--- src/include/ilc_pkg.sv ---
`default_nettype none
package ilc_pkg;
  localparam int unsigned NUM_LANES = 8;
  localparam int unsigned ILA_OCTETS = 14;
  localparam int unsigned OCT_W = ILA_OCTETS * 8;
  // Register bus map
  localparam logic [11:0] ADDR_CORE_CFG = 12'h000;
  localparam logic [2:0] LANE_REGION = 3'h4;
  localparam int unsigned REGION_LSB = 9;
  localparam int unsigned LANE_SEL_LSB = 6;
  localparam int unsigned REG_SEL_LSB = 2;
  localparam logic [3:0] REG_LANE_IDENTIFIER = 4'h0;
  localparam logic [3:0] REG_CFG0 = 4'h1;
  localparam logic [3:0] REG_CFG1 = 4'h2;
  localparam logic [3:0] REG_CFG2 = 4'h3;
  localparam logic [3:0] REG_CFG3 = 4'h4;
  localparam logic [3:0] REG_CFG4 = 4'h5;
  localparam logic [3:0] REG_CFG5 = 4'h6;
  localparam logic [3:0] REG_CFG6 = 4'h7;
  // Core configuration register fields
  localparam int unsigned CORE_TX_BIT = 0;
  localparam int unsigned CORE_SCR_BIT = 1;
  localparam int unsigned CORE_SUB_LSB = 4;
  localparam int unsigned CORE_L_LSB = 8;
  localparam int unsigned CORE_F_LSB = 16;
  localparam int unsigned CORE_K_LSB = 24;
  localparam logic [31:0] CORE_WR_MASK = 32'h1FFF_1F73;
  localparam logic [31:0] CORE_RST = 32'h0000_0000;
  localparam logic [2:0] JESDV_REV_B = 3'h1;
  // Per-lane register fields
  localparam int unsigned LANEID_LSB = 0;
  localparam int unsigned VER_LSB = 8;
  localparam int unsigned SUB_LSB = 0;
  localparam int unsigned F_LSB = 0;
  localparam int unsigned K_LSB = 0;
  localparam int unsigned L_LSB = 24;
  localparam int unsigned LID_LSB = 16;
  localparam int unsigned BID_LSB = 8;
  localparam int unsigned DID_LSB = 0;
  localparam int unsigned CS_LSB = 24;
  localparam int unsigned NT_LSB = 16;
  localparam int unsigned N_LSB = 8;
  localparam int unsigned M_LSB = 0;
  localparam int unsigned CF_LSB = 24;
  localparam int unsigned HD_BIT = 16;
  localparam int unsigned S_LSB = 8;
  localparam int unsigned SCR_BIT = 0;
  localparam int unsigned CHK_LSB = 16;
  localparam int unsigned RES2_LSB = 8;
  localparam int unsigned RES1_LSB = 0;
  // Octet positions in the alignment configuration sequence
  localparam int unsigned OCT_DID = 0;
  localparam int unsigned OCT_BID = 1;
  localparam int unsigned OCT_LID = 2;
  localparam int unsigned OCT_L = 3;
  localparam int unsigned OCT_F = 4;
  localparam int unsigned OCT_K = 5;
  localparam int unsigned OCT_M = 6;
  localparam int unsigned OCT_CSN = 7;
  localparam int unsigned OCT_NP = 8;
  localparam int unsigned OCT_S = 9;
  localparam int unsigned OCT_CF = 10;
  localparam int unsigned OCT_RES1 = 11;
  localparam int unsigned OCT_RES2 = 12;
  localparam int unsigned OCT_CHK = 13;
  localparam int unsigned POS_HI3 = 5;
  localparam int unsigned POS_CS = 6;
  localparam int unsigned POS_TOP = 7;

  typedef struct packed {
    logic [4:0] lane_identifier;
    logic [2:0] jesdv;
    logic [2:0] subclass;
    logic [7:0] f;
    logic [4:0] k;
    logic [4:0] l;
    logic [4:0] lid;
    logic [3:0] bid;
    logic [7:0] did;
    logic [1:0] cs;
    logic [4:0] nt;
    logic [4:0] n;
    logic [7:0] m;
    logic [4:0] cf;
    logic       hd;
    logic [4:0] s;
    logic       scr;
    logic [7:0] chk;
    logic [7:0] res2;
    logic [7:0] res1;
  } ilc_lane_t;

  // Modulo-256 sum of the field values
  function automatic logic [7:0] ilc_fchk(input ilc_lane_t v);
    ilc_fchk = 8'(v.did) + 8'(v.bid) + 8'(v.lid) + 8'(v.scr) + 8'(v.l)
             + v.f + 8'(v.k) + v.m + 8'(v.cs) + 8'(v.n) + 8'(v.subclass)
             + 8'(v.nt) + 8'(v.jesdv) + 8'(v.s) + 8'(v.hd) + 8'(v.cf)
             + v.res1 + v.res2;
  endfunction
endpackage
`default_nettype wire

--- src/verilog/ilc_lane.sv ---
`default_nettype none
module ilc_lane
  import ilc_pkg::*;
#(
  parameter logic [4:0] LANE_IDX = 5'h00
) (
  input  wire logic             clk_sys,
  input  wire logic             rst_n,
  input  wire logic             tx_mode,
  input  wire logic             scr_en,
  input  wire logic [2:0]       subclass,
  input  wire logic [4:0]       lanes_m1,
  input  wire logic [7:0]       f_m1,
  input  wire logic [4:0]       k_m1,
  input  wire logic             wr_en,
  input  wire logic [3:0]       wr_reg,
  input  wire logic [31:0]      wdata,
  input  wire logic             rx_valid,
  input  wire logic [OCT_W-1:0] rx_octets,
  output var  ilc_lane_t        lane_q
);
  localparam ilc_lane_t RST_Q = '{lane_identifier: LANE_IDX, default: '0};

  ilc_lane_t q_ff;
  ilc_lane_t nxt_q;

  always_comb
  begin
    nxt_q = q_ff;
    // RL1 identifier write
    if (wr_en && wr_reg == REG_LANE_IDENTIFIER)
      nxt_q.lane_identifier = wdata[LANEID_LSB +: 5];
    // RL15 only defined bits stored
    if (wr_en)
    begin
      unique case (wr_reg)
        REG_CFG3:
        begin
          nxt_q.bid = wdata[BID_LSB +: 4];
          nxt_q.did = wdata[DID_LSB +: 8];
        end
        REG_CFG4:
        begin
          nxt_q.cs = wdata[CS_LSB +: 2];
          nxt_q.nt = wdata[NT_LSB +: 5];
          nxt_q.n = wdata[N_LSB +: 5];
          nxt_q.m = wdata[M_LSB +: 8];
        end
        REG_CFG5:
        begin
          nxt_q.cf = wdata[CF_LSB +: 5];
          nxt_q.hd = wdata[HD_BIT];
          nxt_q.s = wdata[S_LSB +: 5];
        end
        REG_CFG6:
        begin
          nxt_q.res2 = wdata[RES2_LSB +: 8];
          nxt_q.res1 = wdata[RES1_LSB +: 8];
        end
        default:
        begin
        end
      endcase
    end
    // RL3 capture beats a same-cycle write
    if (!tx_mode && rx_valid)
    begin
      nxt_q.did = rx_octets[8*OCT_DID +: 8];
      nxt_q.bid = rx_octets[8*OCT_BID +: 4];
      nxt_q.lid = rx_octets[8*OCT_LID +: 5];
      nxt_q.l = rx_octets[8*OCT_L +: 5];
      nxt_q.scr = rx_octets[8*OCT_L + POS_TOP];
      nxt_q.f = rx_octets[8*OCT_F +: 8];
      nxt_q.k = rx_octets[8*OCT_K +: 5];
      nxt_q.m = rx_octets[8*OCT_M +: 8];
      nxt_q.n = rx_octets[8*OCT_CSN +: 5];
      nxt_q.cs = rx_octets[8*OCT_CSN + POS_CS +: 2];
      nxt_q.nt = rx_octets[8*OCT_NP +: 5];
      nxt_q.subclass = rx_octets[8*OCT_NP + POS_HI3 +: 3];
      nxt_q.s = rx_octets[8*OCT_S +: 5];
      nxt_q.jesdv = rx_octets[8*OCT_S + POS_HI3 +: 3];
      nxt_q.cf = rx_octets[8*OCT_CF +: 5];
      nxt_q.hd = rx_octets[8*OCT_CF + POS_TOP];
      nxt_q.res1 = rx_octets[8*OCT_RES1 +: 8];
      nxt_q.res2 = rx_octets[8*OCT_RES2 +: 8];
      nxt_q.chk = rx_octets[8*OCT_CHK +: 8];
    end
    // RL5 generated link parameters
    if (tx_mode)
    begin
      nxt_q.jesdv = JESDV_REV_B;
      nxt_q.subclass = subclass;
      nxt_q.f = f_m1;
      nxt_q.k = k_m1;
      // RL8 generated lane count and id
      nxt_q.l = lanes_m1;
      nxt_q.lid = q_ff.lane_identifier;
      // RL12 scrambling from config
      nxt_q.scr = scr_en;
      // RL13 checksum lags fields by one cycle
      nxt_q.chk = ilc_fchk(q_ff);
    end
  end

  always_ff @(posedge clk_sys or negedge rst_n)
  begin
    if (!rst_n)
      q_ff <= RST_Q;
    else
      q_ff <= nxt_q;
  end

  assign lane_q = q_ff;
endmodule
`default_nettype wire

--- src/verilog/ilc_ila_regs.sv ---
// What this block does
// RL1: Each lane has a 5-bit identifier, any value, resetting to its lane index.
// RL2: Software reprograms identifiers to stay distinct when links exceed eight lanes.
// RL3: On receive, lane registers load the parameters from that lane's alignment sequence.
// RL4: Word 0 holds version at 10:8 and subclass at 2:0.
// RL5: On transmit, words 0 to 2 unused; sent values come from core setup. Here the sent version is the constant JESDV_REV_B.
// RL6: Word 1 bits 7:0 report octets per frame minus one.
// RL7: Word 2 bits 4:0 report frames per multiframe minus one.
// RL8: Word 3 holds lanes minus one and lane_identifier; generated and read-only on transmit.
// RL9: Word 3 bank and device ids reset zero; transmit sends written values everywhere.
// RL10: Word 4 holds control bits, sample bits, resolution, converter count; reset zero.
// RL11: Word 5 holds control words, high-density flag, samples per converter minus one.
// RL12: Word 5 bit 0 is scrambling; on transmit filled by core, not writable.
// RL13: Word 6 bits 23:16 checksum; computed per lane on transmit, received otherwise.
// RL14: Word 6 spare bytes reset zero; on transmit sent on every lane.
// RL15: Reserved bits read zero and ignore writes.
//
// The plain strobed port and the address map were chosen for this implementation.
`default_nettype none
module ilc_ila_regs
  import ilc_pkg::*;
(
  input  wire logic                       clk_sys,
  input  wire logic                       rst_n,
  input  wire logic [11:0]                addr,
  input  wire logic [31:0]                wdata,
  input  wire logic                       wr_en,
  input  wire logic                       rd_en,
  output logic      [31:0]                rdata,
  input  wire logic [NUM_LANES-1:0]       rx_ila_valid,
  input  wire logic [NUM_LANES*OCT_W-1:0] rx_ila_octets,
  output logic      [NUM_LANES*OCT_W-1:0] tx_ila_octets
);
  typedef struct packed {
    logic [31:0]                core;
    logic [31:0]                rdata;
    logic [NUM_LANES*OCT_W-1:0] tx_oct;
  } ilc_top_t;

  ilc_top_t  s_ff;
  ilc_top_t  nxt_s;
  ilc_lane_t lane_q [NUM_LANES];
  logic [NUM_LANES-1:0] lane_wr;
  logic                 tx_mode;
  logic                 core_hit;
  logic                 lane_hit;
  logic [2:0]           lane_sel;
  logic [3:0]           reg_sel;
  logic                 cfg_bcast;

  assign tx_mode = s_ff.core[CORE_TX_BIT];
  assign core_hit = addr == ADDR_CORE_CFG;
  assign lane_sel = addr[LANE_SEL_LSB +: 3];
  assign reg_sel = addr[REG_SEL_LSB +: 4];
  // Misaligned or beyond-word-6 offsets fall to the unmapped answer
  assign lane_hit = addr[REGION_LSB +: 3] == LANE_REGION
                 && addr[1:0] == 2'b00
                 && reg_sel <= REG_CFG6;
  // RL9 transmit writes to words 3 to 6 reach every lane
  assign cfg_bcast = tx_mode && reg_sel >= REG_CFG3;

  for (genvar i = 0; i < NUM_LANES; i++)
  begin : g_lane
    assign lane_wr[i] = wr_en && lane_hit
                     && (lane_sel == 3'(i) || cfg_bcast);
    ilc_lane #(
      .LANE_IDX (5'(i))
    ) u_lane (
      .clk_sys   (clk_sys),
      .rst_n     (rst_n),
      .tx_mode   (tx_mode),
      .scr_en    (s_ff.core[CORE_SCR_BIT]),
      .subclass  (s_ff.core[CORE_SUB_LSB +: 3]),
      .lanes_m1  (s_ff.core[CORE_L_LSB +: 5]),
      .f_m1      (s_ff.core[CORE_F_LSB +: 8]),
      .k_m1      (s_ff.core[CORE_K_LSB +: 5]),
      .wr_en     (lane_wr[i]),
      .wr_reg    (reg_sel),
      .wdata     (wdata),
      .rx_valid  (rx_ila_valid[i]),
      .rx_octets (rx_ila_octets[i*OCT_W +: OCT_W]),
      .lane_q    (lane_q[i])
    );
  end

  // Read view of one lane word; reserved bits stay zero
  function automatic logic [31:0] rd_word(
    input ilc_lane_t  v,
    input logic [3:0] r,
    input logic       tx
  );
    logic [31:0] w;
    w = '0;
    unique case (r)
      REG_LANE_IDENTIFIER:
        w[LANEID_LSB +: 5] = v.lane_identifier;
      // RL4 version and subclass
      REG_CFG0:
      begin
        if (!tx)
        begin
          w[VER_LSB +: 3] = v.jesdv;
          w[SUB_LSB +: 3] = v.subclass;
        end
      end
      // RL6 octets per frame
      REG_CFG1:
      begin
        if (!tx)
          w[F_LSB +: 8] = v.f;
      end
      // RL7 frames per multiframe
      REG_CFG2:
      begin
        if (!tx)
          w[K_LSB +: 5] = v.k;
      end
      // RL8 link and lane ids
      REG_CFG3:
      begin
        w[L_LSB +: 5] = v.l;
        w[LID_LSB +: 5] = v.lid;
        w[BID_LSB +: 4] = v.bid;
        w[DID_LSB +: 8] = v.did;
      end
      // RL10 sample format
      REG_CFG4:
      begin
        w[CS_LSB +: 2] = v.cs;
        w[NT_LSB +: 5] = v.nt;
        w[N_LSB +: 5] = v.n;
        w[M_LSB +: 8] = v.m;
      end
      // RL11 density and samples
      REG_CFG5:
      begin
        w[CF_LSB +: 5] = v.cf;
        w[HD_BIT] = v.hd;
        w[S_LSB +: 5] = v.s;
        w[SCR_BIT] = v.scr;
      end
      // RL13 checksum and spares
      REG_CFG6:
      begin
        w[CHK_LSB +: 8] = v.chk;
        w[RES2_LSB +: 8] = v.res2;
        w[RES1_LSB +: 8] = v.res1;
      end
      default:
      begin
      end
    endcase
    return w;
  endfunction

  // Alignment configuration octets sent on one lane
  function automatic logic [OCT_W-1:0] ila_pack(input ilc_lane_t v);
    logic [OCT_W-1:0] o;
    o = '0;
    o[8*OCT_DID +: 8] = v.did;
    o[8*OCT_BID +: 4] = v.bid;
    o[8*OCT_LID +: 5] = v.lid;
    o[8*OCT_L +: 5] = v.l;
    o[8*OCT_L + POS_TOP] = v.scr;
    o[8*OCT_F +: 8] = v.f;
    o[8*OCT_K +: 5] = v.k;
    o[8*OCT_M +: 8] = v.m;
    o[8*OCT_CSN +: 5] = v.n;
    o[8*OCT_CSN + POS_CS +: 2] = v.cs;
    o[8*OCT_NP +: 5] = v.nt;
    o[8*OCT_NP + POS_HI3 +: 3] = v.subclass;
    o[8*OCT_S +: 5] = v.s;
    o[8*OCT_S + POS_HI3 +: 3] = v.jesdv;
    o[8*OCT_CF +: 5] = v.cf;
    o[8*OCT_CF + POS_TOP] = v.hd;
    o[8*OCT_RES1 +: 8] = v.res1;
    o[8*OCT_RES2 +: 8] = v.res2;
    o[8*OCT_CHK +: 8] = v.chk;
    return o;
  endfunction

  always_comb
  begin
    nxt_s = s_ff;
    // RL15 core setup masked
    if (wr_en && core_hit)
      nxt_s.core = wdata & CORE_WR_MASK;
    // Data valid only in the cycle after the strobe
    nxt_s.rdata = '0;
    if (rd_en && core_hit)
      nxt_s.rdata = s_ff.core;
    else if (rd_en && lane_hit)
      nxt_s.rdata = rd_word(lane_q[lane_sel], reg_sel, tx_mode);
    // RL14 spares and ids go out on all lanes
    for (int i = 0; i < NUM_LANES; i++)
      nxt_s.tx_oct[i*OCT_W +: OCT_W] = tx_mode ? ila_pack(lane_q[i]) : '0;
  end

  always_ff @(posedge clk_sys or negedge rst_n)
  begin
    if (!rst_n)
      s_ff <= '{core: CORE_RST, default: '0};
    else
      s_ff <= nxt_s;
  end

  assign rdata = s_ff.rdata;
  assign tx_ila_octets = s_ff.tx_oct;
endmodule
`default_nettype wire

--- config.mk ---
export PLATFORM = sky130hd
export DESIGN_NAME = ilc_ila_regs
export DESIGN_NICKNAME = d
export VERILOG_FILES = /design/src/include/ilc_pkg.sv /design/src/verilog/ilc_lane.sv /design/src/verilog/ilc_ila_regs.sv
export SDC_FILE = /design/constraint.sdc
export NUM_CORES = 2
export LEC_CHECK = 0
export BUFFER_PORTS_ARGS = -buffer_cell sky130_fd_sc_hd__buf_2
export CORE_AREA = 3 3 735 737
export DETAILED_ROUTE_END_ITERATION = 10
export DIE_AREA = 0 0 738 740
export SLEW_MARGIN = 15
export SYNTH_ARGS = -nofsm -noshare
export SYNTH_HDL_FRONTEND = slang
export SYNTH_SLANG_ARGS = --single-unit
--- constraint.sdc ---
create_clock -name clk_sys -period 7.9 [get_ports clk_sys]
set_input_delay 0.79 -clock clk_sys [delete_from_list [all_inputs] [get_ports clk_sys]]
set_output_delay 0.79 -clock clk_sys [all_outputs]
set_load 0.05 [all_outputs]
==> reports/results.tsv <==
stage	metric	value	unit
clock_tree	clock_pin_slew_on_the_worst_setup_and_hold_paths	0.06	ns
clock_tree	tritoncts_clock_tree	done	
pwr	power.leakage	55.0	nW
sta	setup_viol	0	
sta	maxSlewViolCount	0	
placement	numPortBuffers	1633	
route	post_drt_via_cell_ratio	4.32	
logic_synthesis	portion_of_the_post_synthesis_area_used_by_sequential_elements	47.1	%
cells_and_area	area_growth_syn_to_layout	30.3	%
setup_path	worstSetupPathType	reg -> reg	
sta	fin_crit_share	80.1	%
sta	layout_min_cycle_time	6.33	ns
logic_synthesis	synth_edf_count	0	
grt	grt_antenna_before_repair	336	
route	totalWireLength	705000	um
placement	placed_wire_length_estimate	587000	um
hold_path	min_path_type	in -> reg	
setup_path	worst_r2r_path_depth	16	
logic_synthesis	synthDominantCellAreaShare	46.8	%
logic_synthesis	ys_top_cells_by_count	sky130_fd_sc_hd__dfrtp_1 (1632), sky130_fd_sc_hd__inv_1 (932), sky130_fd_sc_hd__nor2_1 (669)	
clock_tree	cts-root-buf	sky130_fd_sc_hd__clkbuf_16	
die	die_h	740	um
grt	grt.overflow.total	0	
route	drt_iter0_drc	8592	
logic_synthesis	post_synth.cell_area_avg	11.3	um2
setup_path	cpMostUsedCell	sky130_fd_sc_hd__fa_1	
die	num_io_pins	1880	
setup_path	cp-start-kind	flop	
run_status	violated_checks	design-rule violations	
logic_synthesis	post_synth_inst_count	7739	
logic_synthesis	number_of_flip_flops_and_latches_in_the_synthesized_netlist	1644	
clock_tree	clockBufferDepth	4	
grt	grt_pass1_wl	864000	um
grt	grt_util_all_layers	25.0	%
grt	first_global_vias	71700	
setup_path	worstPathMaxFanout	3	
logic_synthesis	synthMostInstantiatedCell	sky130_fd_sc_hd__dfrtp_1	
logic_synthesis	syn_area	0.0873	mm2
cells_and_area	fin_nets	11200	
die	die-area	0.546	mm2
logic_synthesis	netlist_top_cells_area	sky130_fd_sc_hd__dfrtp_1 (47%), sky130_fd_sc_hd__fa_1 (12%), sky130_fd_sc_hd__mux2i_1 (7.3%)	
clock_tree	post_cts_buffers	0	
sta	setup_repair_after_global_routing_missed_its_margin	no	
placement	gp_routability_congestion	1.00	
cells_and_area	finalInstanceArea	0.114	mm2
pwr	post-layout-total-power	0.0523	W
setup_path	cp.arrival	7.13	ns
die	num_rows	268	
pwr	power_density	460	mW/mm2
sta	postLayoutSetupSlackWorst	1.57	ns
clock_tree	clock_sinks	1644	
cells_and_area	postLayoutCoreUtil	21.3	%
setup_path	setup.worst_path.end_class	flop	
sta	max_transition_margin	6.55	%
setup_path	cp_cell_sequence	inv_1, fa_1, inv_1, fa_1, fa_1, fa_1, fa_1, inv_1, fa_1, inv_1, ha_1, a21o_1, a211o_1, a2111oi_0, o21a_1, a221oi_1	
route	drcViolationCount	1	
route	ant_nets	0	
grt	grt_start_max_net_pins	170	
setup_path	worst-path-buf-inv	4	
hold_path	startpoint_of_the_most_critical_hold_path	rx_ila_octets[765]	
sta	final_hold_viol_count	0	
sta	final.setup_skew	0.0885	ns
clock_tree	clk_latency	1.02	ns
setup_path	reg2reg_to	g_lane[3].u_lane.lane_q[23]	
pwr	ir_worst_vdd	0.000953	V
setup_path	cpLargestDelayFamily	adder cells	
setup_path	critical_path.slowest_cell	sky130_fd_sc_hd__fa_1	
run_status	outcome	finished with violations	
die	initial_core_util	16.4	%
route	number_of_iterations_in_the_first_detailed_routing_pass	8	
die	die_width	738	um
sta	max_clock_freq	158	MHz
placement	place_worst_setup_slack	1.80	ns
logic_synthesis	synth_top_flop_cell	sky130_fd_sc_hd__dfrtp_1	
logic_synthesis	number_of_distinct_library_cells_after_synthesis	72	
flow_run	cap_violations	0	
route	routed_wirelength_normalized_by_instance_count	41.8	um
logic_synthesis	synth_warnings	0	
setup_path	timing.reg2reg.setup_slack	1.57	ns
setup_path	cpPeakStageDelay	0.73	ns
route	vias_after_detailed_routing	72900	
clock_tree	cts-htree-levels	4	
clock_tree	numCtsBuffers	216	
logic_synthesis	synth-async-reset-ratio	100	%
die	placeableCoreArea	0.533	mm2
sta	fin_tns_setup	0	ns
hold_path	worstHoldEndpoint	g_lane[6].u_lane.lane_q[5]	
logic_synthesis	yosysTopAreaCell	sky130_fd_sc_hd__dfrtp_1	
hold_path	hold_depth	3	
setup_path	cp.required	8.70	ns
placement	dpl_cell_area	0.104	mm2
setup_path	rr_startpoint	g_lane[3].u_lane.lane_q[26]	
cells_and_area	post_route_cells_drive_above_1_share	26.6	%
sta	timing_worst_slew_pin_value	1.39	ns
[power breakdown]
group / leakage, nW / switching [W] / internal (W)
Combinational: 30.0 / 0.0191 / 0.0125
Clock: 3.79 / 0.00462 / 0.00645
Sequential: 21.2 / 0.000905 / 0.00881
Total: 55.0 / 0.0246 / 0.0278
[final cells by class]
class	count	area [um2]
well taps	7020	8780
multi-input cells	4701	40300
diodes	135	338
flip-flops and latches	1644	41200
clock buffers	300	6240
repair buffers	2028	11800
inverters	932	3510
clock inverters	101	1560
fillers	58200	419000
[tightest hold or removal path: cells and delay by family]
family          cells  cell delay [ns]
buf+inv             1             0.08
simple gates        1             0.06
compound gates      1             0.09
[per-stage QoR]
| stage | hold slack (ns) | cells |
|---|---|---|
| floorplan | 0.458 | 7861 |
| CTS | 0.000661 | 16700 |
| finish | 0.0661 | 16900 |
| global route | 0.0275 | 16800 |
| detailed placement | 0.494 | 16200 |
| global placement | 0.489 | 16200 |
[what timing repair did]
action / CTS / global route
hold buffers: 161 / 0
resized for setup: 0 / 0
hold endpoints to repair: 229 / 0
[state kept, by name, summed over array words and instances, names as in the netlist]
signal / flops
g_lane.u_lane.lane_q: 816
tx_ila_octets: 776
rdata: 29
s_ff: 23
[cell families after synthesis]
group / after synthesis / share of synthesized area [%]
AOI/OAI and AO/OA: 1094 / 7.01
xor gates and xnor gates: 121 / 1.34
adders and majority gates: 680 / 14.4
buffers and inverters: 1516 / 7.42
DFF: 1644 / 47.1
muxes: 908 / 13.4
other: 1 / 0.00430
and+or+nand+nor: 1775 / 9.20
[routing by layer]
layer / up-vias / wire (um) / track usage (%)
met5: - / 1170 / 0
met4: 174 / 39100 / 11.8
met3: 1142 / 95800 / 12.8
met2: 4778 / 285000 / 35.1
met1: 38200 / 284000 / 31.4
li1: 28700 / - / -
[placed cells by master, fill, tap and decap left out, types with 57 or more instances in the layout]
cell	n
sky130_fd_sc_hd__buf_2	1625
sky130_fd_sc_hd__ha_1	136
sky130_fd_sc_hd__dlygate4sd3_1	161
sky130_fd_sc_hd__fa_1	544
sky130_fd_sc_hd__mux4_2	205
sky130_fd_sc_hd__nor2_1	658
sky130_fd_sc_hd__clkbuf_16	216
sky130_fd_sc_hd__buf_4	219
sky130_fd_sc_hd__nor2b_1	57
sky130_fd_sc_hd__conb_1	123
sky130_fd_sc_hd__inv_1	930
sky130_fd_sc_hd__mux2i_1	637
sky130_fd_sc_hd__nand2_1	574
sky130_fd_sc_hd__and2_1	371
sky130_fd_sc_hd__dfrtp_1	1631
sky130_fd_sc_hd__diode_2	135
sky130_fd_sc_hd__xnor2_1	89
sky130_fd_sc_hd__mux2_2	64
sky130_fd_sc_hd__o21ai_0	374
sky130_fd_sc_hd__a21oi_1	455
[how the worst max path moves through the flow]
| stage | to | slack, ns | cells past startpoint | startpoint |
|---|---|---|---|---|
| after floorplan | g_lane[4].u_lane.lane_q[23] | 2.82 | 16 | g_lane[4].u_lane.lane_q[55] |
| after global placement | g_lane[3].u_lane.lane_q[23] | 1.89 | 16 | g_lane[3].u_lane.lane_q[26] |
| after detailed placement | g_lane[3].u_lane.lane_q[23] | 1.80 | 16 | g_lane[3].u_lane.lane_q[26] |
| after CTS | g_lane[3].u_lane.lane_q[23] | 1.75 | 16 | g_lane[3].u_lane.lane_q[26] |
| after global routing | g_lane[3].u_lane.lane_q[23] | 1.47 | 16 | g_lane[3].u_lane.lane_q[26] |
| final | g_lane[3].u_lane.lane_q[23] | 1.57 | 16 | g_lane[3].u_lane.lane_q[26] |
Power figures use the tool's default switching activity.
